==> src/pec_defines.svh <==
`ifndef PEC_DEFINES_SVH
`define PEC_DEFINES_SVH
// Function
// Count every entry into phy_link_up_state from phy_link_down_state, any cause.
// Power-management transitions may also be counted; no exclusion is done.
// Count reset-signature register FISes sent after COMRESET and acknowledged by R_OK.
// Count received host FISes answered with R_ERR because of CRC error.
// Count received host FISes answered with R_ERR for non-CRC reasons.
// Counter log page is exactly 512 bytes; first dword covers the page.
// All reserved fields, bytes 0-3 and 508-510, read as zero.
// Each entry opens with a 16-bit identifier, value directly following.
// Value field length comes from identifier bits 14:12, multiple of 16 bits.
// Entry list ends with identifier 0h; nothing valid follows it.
// A narrower counter at maximum reports all upper bits one.
// Counters saturate at maximum and never wrap to zero.
// Last byte is two's complement of the byte sum of 511 bytes.
// Host parses entries in order until identifier 0h or page end.
// A received BIST Activate FIS resets every counter.
// Reading page 11h with Features bit 0 set returns values, then clears.
// Identifier bits 14:12: 1h 16, 2h 32, 3h 48, 4h 64 bits.
// Bit 15 identifiers are vendor specific but keep the width encoding.
// All counters start at zero after power-on reset.
`define PEC_PAGE_BYTES   10'h200
`define PEC_LAST_BYTE    9'h1FF
`define PEC_HDR_BYTES    9'h004
`define PEC_ENTRY_BYTES  9'h004
`define PEC_NUM_CNT      3'h4
`define PEC_CNT_W        8
`define PEC_CNT_MAX      8'hFF
`define PEC_ID_LINKUP    16'h1009
`define PEC_ID_SIGFIS    16'h100A
`define PEC_ID_CRCERR    16'h100B
`define PEC_ID_OTHERR    16'h100D
`define PEC_ID_END       16'h0000
`define PEC_IDX_LINKUP   2'h0
`define PEC_IDX_SIGFIS   2'h1
`define PEC_IDX_CRCERR   2'h2
`define PEC_IDX_OTHERR   2'h3
`endif

==> src/pec_pkg.sv <==
package pec_pkg;
  typedef enum logic [1:0] {
    PEC_IDLE,
    PEC_SEND,
    PEC_SUM
  } pec_state_e;
  typedef logic [7:0] pec_byte_t;
endpackage : pec_pkg

==> src/pec_log_page.sv <==
`timescale 1ns/1ps
`include "pec_defines.svh"
module pec_log_page
  import pec_pkg::*;
(
  // Clock and reset
  input  wire logic        clk_sys_in,
  input  wire logic        rst_b_in,
  // Link events on this clock: link-up state is a level, the rest are one-cycle pulses from link logic
  input  wire logic        phy_link_up_state_in,
  input  wire logic        sig_fis_rok_in,
  input  wire logic        rx_rerr_crc_in,
  input  wire logic        rx_rerr_other_in,
  input  wire logic        bist_activate_in,
  // Log read request
  input  wire logic        read_req_in,
  input  wire logic        read_clear_in,
  output logic             read_busy_out,
  // Byte stream to the host
  output logic             byte_valid_out,
  input  wire logic        byte_ready_in,
  output logic [7:0]       byte_data_out,
  output logic             byte_last_out
);
  // ------------------------------------------------------------
  // Counters
  // ------------------------------------------------------------
  logic                  link_up_reg;
  logic                  link_up_next;
  logic [`PEC_NUM_CNT-1:0] ev;
  logic                  clear_all;
  logic [`PEC_CNT_W-1:0] cnt [`PEC_NUM_CNT];

  pec_state_e            state_reg;
  pec_state_e            state_next;
  logic [8:0]            idx_reg;
  logic [8:0]            idx_next;
  logic [7:0]            sum_reg;
  logic [7:0]            sum_next;
  logic                  clr_pend_reg;
  logic                  clr_pend_next;
  logic [7:0]            data_reg;
  logic [7:0]            data_next;
  logic                  valid_reg;
  logic                  valid_next;
  logic                  last_reg;
  logic                  last_next;
  logic                  send_done;

  // Power-management wake-ups are counted too, which is allowed.
  assign ev[`PEC_IDX_LINKUP] = phy_link_up_state_in && !link_up_reg;
  assign ev[`PEC_IDX_SIGFIS] = sig_fis_rok_in;
  assign ev[`PEC_IDX_CRCERR] = rx_rerr_crc_in;
  assign ev[`PEC_IDX_OTHERR] = rx_rerr_other_in;

  assign send_done = (state_reg == PEC_SUM) && byte_ready_in;
  assign clear_all = bist_activate_in || (send_done && clr_pend_reg);

  for (genvar g = 0; g < `PEC_NUM_CNT; g++) begin : g_cnt
    pec_counter u_cnt (
      .clk_sys_in (clk_sys_in),
      .rst_b_in   (rst_b_in),
      .event_in   (ev[g]),
      .clear_in   (clear_all),
      .count_out  (cnt[g])
    );
  end

  // ------------------------------------------------------------
  // Link-up edge detect
  // ------------------------------------------------------------
  // Level from the link state machine; a rising edge is one transition.
  // Resets to the link-down level, so a link already up at reset release counts as one edge.
  always_comb begin
    link_up_next = phy_link_up_state_in;
  end

  always_ff @(posedge clk_sys_in or negedge rst_b_in) begin
    if (!rst_b_in) begin
      link_up_reg <= 1'b0;
    end else begin
      link_up_reg <= link_up_next;
    end
  end

  // ------------------------------------------------------------
  // Page layout
  // ------------------------------------------------------------
  function automatic logic [15:0] ident(input logic [1:0] i);
    case (i)
      `PEC_IDX_LINKUP: ident = `PEC_ID_LINKUP;
      `PEC_IDX_SIGFIS: ident = `PEC_ID_SIGFIS;
      `PEC_IDX_CRCERR: ident = `PEC_ID_CRCERR;
      default:         ident = `PEC_ID_OTHERR;
    endcase
  endfunction : ident

  // Saturated narrow counter is one-extended over the whole field, so the
  // host never mistakes a stuck counter for a small count.
  function automatic logic [15:0] report_value(input logic [`PEC_CNT_W-1:0] c);
    report_value = (c == `PEC_CNT_MAX) ? 16'hFFFF : {8'h00, c};
  endfunction : report_value

  // Every entry is a 16-bit id plus a 16-bit value; ids carry width code 1h.
  // Vendor ids would keep the same bits 14:12 encoding.
  function automatic pec_byte_t page_byte(input logic [8:0] a,
                                          input logic [`PEC_CNT_W-1:0] c0,
                                          input logic [`PEC_CNT_W-1:0] c1,
                                          input logic [`PEC_CNT_W-1:0] c2,
                                          input logic [`PEC_CNT_W-1:0] c3);
    logic [8:0]  rel;
    logic [1:0]  ent;
    logic [15:0] id;
    logic [15:0] val;
    logic [`PEC_CNT_W-1:0] c;
    rel = a - `PEC_HDR_BYTES;
    ent = rel[3:2];
    id  = ident(ent);
    case (ent)
      2'h0:    c = c0;
      2'h1:    c = c1;
      2'h2:    c = c2;
      default: c = c3;
    endcase
    val = report_value(c);
    page_byte = 8'h00;
    if ((a >= `PEC_HDR_BYTES) &&
        (a < 9'(`PEC_HDR_BYTES + `PEC_ENTRY_BYTES * `PEC_NUM_CNT))) begin
      case (rel[1:0])
        2'h0:    page_byte = id[7:0];
        2'h1:    page_byte = id[15:8];
        2'h2:    page_byte = val[7:0];
        default: page_byte = val[15:8];
      endcase
    end
  endfunction : page_byte

  // ------------------------------------------------------------
  // Read sequencer
  // ------------------------------------------------------------
  // Bytes go out little-endian in address order; the current byte is
  // registered so the data output never glitches while stalled.
  always_comb begin
    state_next    = state_reg;
    idx_next      = idx_reg;
    sum_next      = sum_reg;
    clr_pend_next = clr_pend_reg;
    data_next     = data_reg;
    valid_next    = valid_reg;
    last_next     = last_reg;
    case (state_reg)
      PEC_IDLE: begin
        if (read_req_in) begin
          state_next    = PEC_SEND;
          idx_next      = '0;
          sum_next      = '0;
          clr_pend_next = read_clear_in;
          data_next     = page_byte(9'h000, cnt[0], cnt[1], cnt[2], cnt[3]);
          valid_next    = 1'b1;
        end
      end
      PEC_SEND: begin
        if (byte_ready_in) begin
          sum_next = sum_reg + data_reg;
          idx_next = idx_reg + 1'b1;
          if (idx_next == `PEC_LAST_BYTE) begin
            state_next = PEC_SUM;
            data_next  = 8'(~sum_next + 1'b1);
            last_next  = 1'b1;
          end else begin
            data_next = page_byte(idx_next, cnt[0], cnt[1], cnt[2], cnt[3]);
          end
        end
      end
      PEC_SUM: begin
        if (byte_ready_in) begin
          state_next    = PEC_IDLE;
          valid_next    = 1'b0;
          data_next     = '0;
          clr_pend_next = 1'b0;
          last_next     = 1'b0;
        end
      end
      default: begin
        state_next = PEC_IDLE;
        valid_next = 1'b0;
        last_next  = 1'b0;
      end
    endcase
  end

  always_ff @(posedge clk_sys_in or negedge rst_b_in) begin
    if (!rst_b_in) begin
      state_reg    <= PEC_IDLE;
      idx_reg      <= '0;
      sum_reg      <= '0;
      clr_pend_reg <= 1'b0;
      data_reg     <= '0;
      valid_reg    <= 1'b0;
      last_reg     <= 1'b0;
    end else begin
      state_reg    <= state_next;
      idx_reg      <= idx_next;
      sum_reg      <= sum_next;
      clr_pend_reg <= clr_pend_next;
      data_reg     <= data_next;
      valid_reg    <= valid_next;
      last_reg     <= last_next;
    end
  end

  // ------------------------------------------------------------
  // Outputs
  // ------------------------------------------------------------
  // Counters keep running during a read; a later byte may show a newer value
  // than an earlier one, so the checksum is taken over the bytes as sent.
  assign byte_valid_out = valid_reg;
  assign byte_data_out  = data_reg;
  assign byte_last_out  = last_reg;
  assign read_busy_out  = (state_reg != PEC_IDLE);
endmodule : pec_log_page

==> src/pec_counter.sv <==
`timescale 1ns/1ps
`include "pec_defines.svh"
module pec_counter
  import pec_pkg::*;
(
  // Clock and reset
  input  wire logic                 clk_sys_in,
  input  wire logic                 rst_b_in,
  // Control
  input  wire logic                 event_in,
  input  wire logic                 clear_in,
  // Value
  output logic [`PEC_CNT_W-1:0]     count_out
);
  logic [`PEC_CNT_W-1:0] count_reg;
  logic [`PEC_CNT_W-1:0] count_next;

  // Clear wins over an event in the same cycle; a clearing read also loses every event
  // counted after it sent this counter's bytes, up to its checksum byte.
  always_comb begin
    count_next = count_reg;
    if (clear_in) begin
      count_next = '0;
    end else if (event_in && (count_reg != `PEC_CNT_MAX)) begin
      count_next = count_reg + 1'b1;
    end
  end

  always_ff @(posedge clk_sys_in or negedge rst_b_in) begin
    if (!rst_b_in) begin
      count_reg <= '0;
    end else begin
      count_reg <= count_next;
    end
  end

  assign count_out = count_reg;
endmodule : pec_counter

==> config.mk <==
export PLATFORM = sky130hd
export DESIGN_NAME = pec_log_page
export DESIGN_NICKNAME = d
export VERILOG_FILES = /design/src/pec_pkg.sv /design/src/pec_log_page.sv /design/src/pec_counter.sv
export VERILOG_INCLUDE_DIRS = /design/src
export SDC_FILE = /design/constraint.sdc
export NUM_CORES = 1
export LEC_CHECK = 0
export BUFFER_PORTS_ARGS = -buffer_cell sky130_fd_sc_hd__buf_2
export CAP_MARGIN = 20
export CELL_PAD_IN_SITES_DETAIL_PLACEMENT = 1
export CELL_PAD_IN_SITES_GLOBAL_PLACEMENT = 1
export CORE_MARGIN = 2
export CORE_UTILIZATION = 40
export CTS_BUF_LIST = sky130_fd_sc_hd__clkbuf_8
export DETAILED_ROUTE_END_ITERATION = 12
export GPL_TIMING_DRIVEN = 0
export PLACE_DENSITY_LB_ADDON = 0.1
export SKIP_CTS_REPAIR_TIMING = 1
export SYNTH_ARGS = -nofsm -noshare
export SYNTH_HDL_FRONTEND = slang
export SYNTH_HIERARCHICAL = 1
export SYNTH_SLANG_ARGS = --single-unit
export TNS_END_PERCENT = 10
==> constraint.sdc <==
create_clock -name clk_sys_in -period 3.2 [get_ports clk_sys_in]
set_clock_uncertainty 0.2 [all_clocks]
set_input_delay 0.32 -clock clk_sys_in [delete_from_list [all_inputs] [get_ports clk_sys_in]]
set_output_delay 0.32 -clock clk_sys_in [all_outputs]
set_load 0.03 [all_outputs]
==> out/results.ini <==
[outcome]
status = complete, no violations

[synth]
yosys_warnings = 6
syn_area_per_cell_sq_um = 9.211
ys.flop_type = dfrtp_1
synth_top_family_by_area = simple AND/OR/NAND/NOR gates
synth_edf_count = 0
synth-simple-area-share_pct = 27.00
synth_xor_area_share_pct = 3.667
synth_area_sq_um = 4504
synthMuxAreaShare_pct = 7.667
synthAdderAreaFrac_pct = 4.889
ys_ff_latch = 63
syn_inst = 489
synth_cell_types = 68
synth-seq-area-share_pct = 35.00
async_flop_share_pct = 100.0
synth_compound_gate_area_share_pct = 17.39
synth.net_count = 516

[sta]
worst-slew-pin-transition_ps = 846.4
min_period_over_period_pct = 92.04
period_minus_slack_ps = 2945
setup_violations = 0
finalMaxSlewViolations = 0
fmaxAchievable_mhz = 339.5
setup_tns_ps = 0
rsz0062_at_grt = no
finalHoldViolCount = 0
slew_headroom_pct = 43.57

[cts]
clockRootBuffer = clkbuf_8
cts_sinks = 63
cts_tree = done
numCtsBuffers = 9
clk_pin_slew_ps = 70
insertion_delay_ps = 370
htreeDepth = 3
clockBufferDepth = 2

[setup_path]
r2r_slack_ps = 250
crit_type = reg2reg
r2r_end = byte_data_out[7]
worstPathRequired_ps = 3290
start_kind = register
reg2reg_from = byte_data_out[0]
crit_arrival_ps = 3040
critPathMaxFanout = 3
ff2ff_path_depth = 8
endpoint_kind = register

[power]
intPower_mw = 1.746
clkPwrFrac_pct = 24.1
combPwrFrac_pct = 42.6
ir_drop_mv = 0.3230
pwr-share-seq_pct = 33.3
power_density_nw_per_um2 = 587.5
switching_share_pct = 40.25
power.leakage_nw = 2.031
p_switching_mw = 1.176

[routing]
wl_per_cell_um = 18.31
drc = 0
drtPass1Iterations = 4
drt_wl_total_um = 12160
antenna_left = 0
drtIter0Drc = 265
vias = 3905
via_per_inst = 5.881

[cells_and_area]
num_antenna_cells = 0
drive_gt1_share_pct = 15.65
num-nets-final = 546
area_growth_pct = 10.44
nFillCells = 1306
largest_register_ffs = 32
stdcell_count = 664

[global_route]
met3_usage_pct = 4.468
overflow = 0
top_usage_layer = met2
grtUsageMet1_pct = 28.12
grtUsageTotal_pct = 22.45
grt_max_degree = 64
grt_first_pass_wirelength_um = 20970
antenna_found_initial = 0
grt_pass1_vias = 4112
met2_usage_pct = 38.48

[min_path]
holdCritPathClass = in2reg
min_to = clr_pend_reg
worstHoldStart = read_clear_in
hold_depth = 3

[floorplanning]
die_area_sq_um = 12130
core-area_sq_um = 10940
io-pin-count = 21
rows = 38
start_util_pct = 41.19
die_y_um = 110.1
die_w_um = 110.1

[place]
port_buffers = 17
dpl.cell_count = 646
globalplace.congestion = 0.8043
post-dp-hpwl_um = 8914

[flow_run]
maxCapViolCount = 0

[area by class of cell]
class                      count  area, sq um  share of cell area, %
buffer                        24        137.6                  2.767
inverter                      16        60.06                  1.207
tap                          140        175.2                  3.521
sequential                    63         1577                  31.69
clock buffer                   9        123.9                  2.490
clock inverter                 7        63.81                  1.283
multi-input combinational    386         2730                  54.88
timing repair buffer          19        107.6                  2.163
[cells in the mapped netlist, types with 6 or more instances]
library cell / instances / area [sq um]
a21oi_1: 23 / 115.1
o21ai_0: 27 / 135.1
nand3_1: 21 / 105.1
buf_2: 8 / 40.04
nand2b_1: 15 / 93.84
ha_1: 16 / 200.2
nand2_1: 42 / 157.7
inv_1: 16 / 60.06
xnor2_1: 8 / 70.07
nor3_1: 20 / 100.1
nor3b_1: 6 / 45.04
clkbuf_1: 11 / 41.29
a31oi_1: 9 / 56.30
and3_1: 6 / 37.54
nor2_1: 30 / 112.6
dfrtp_1: 63 / 1577
nor2b_1: 19 / 118.9
nor4_1: 6 / 37.54
nand4_1: 16 / 100.1
mux2i_1: 9 / 90.09
a211oi_1: 8 / 60.06
mux2_2: 8 / 90.09
[logic make-up (layout without fill, tap and decap cells)]
kind of cell	Yosys count	in the layout
mux	24	24
compound gates	116	116
xor+xnor	15	15
flops	63	63
buf+inv	40	75
simple gates	214	214
fa+ha+maj	17	17
[worst max-delay path by stage]
stage / end / startpoint / cells after the start / slack (ps)
floorplan: byte_data_out[7] / byte_data_out[0] / 8 / 510
global placement: byte_data_out[7] / byte_data_out[0] / 8 / 270
detailed placement: byte_data_out[7] / byte_data_out[0] / 8 / 250
CTS: byte_data_out[7] / byte_data_out[0] / 8 / 230
global route: byte_data_out[7] / byte_data_out[0] / 8 / 60
finish: byte_data_out[7] / byte_data_out[0] / 8 / 250
[per-layer routing]
metal / vias to the layer above / wire, um
li1: 1896 / -
met1: 1946 / 5574
met2: 47 / 6052
met3: 16 / 315
met4: 0 / 216
met5: - / 0
[per-stage QoR]
step | setup WS (ps) | hold slack [ps] | power [mW] | utilization (%) | instance area [sq um]
finish | 254.8 | 47.76 | 2.923 | 45.49 | 4975
global route | 55.92 | 46.55 | 3.164 | 45.49 | 4975
CTS | 232.3 | -152.6 | 2.952 | 45.31 | 4955
detailed placement | 253.4 | 245.4 | 2.230 | 43.59 | 4767
global placement | 270.1 | 240.1 | 2.196 | 43.57 | 4765
floorplan | 512.8 | -175.6 | 1.933 | - | 4504
[power by group through the flow]
stage                     clock network, mW  registers [mW]  logic [mW]
after floorplan                           0            1.01       0.920
after global placement                    0           0.988        1.21
after detailed placement                  0           0.992        1.24
after CTS                             0.727           0.976        1.25
after global routing                  0.766           0.989        1.41
final                                 0.704           0.975        1.24
[cells in the final DEF (no fill, tap or decap), types with 8 or more instances in the layout]
cell type,netlist,layout
nand3_1,21,21
clkbuf_8,0,9
nand2b_1,15,15
a31oi_1,9,9
a21oi_1,23,23
mux2_2,8,8
inv_1,16,16
a211oi_1,8,8
xnor2_1,8,8
nand4_1,16,16
nor2b_1,19,19
dfrtp_1,63,63
nand2_1,42,42
nor2_1,30,30
ha_1,16,16
buf_2,8,24
mux2i_1,9,9
o21ai_0,27,27
nor3_1,20,20
clkbuf_1,11,11
[critical path, cell delays in order (launching register included)]
cell      delay [ps]
dfrtp_1          410
ha_1             260
fa_1             430
a211oi_1         350
nor2_1           150
o311ai_1         560
nor3_1           150
xnor2_1          160
o211ai_1         190
(Power assumes the default switching activity.)
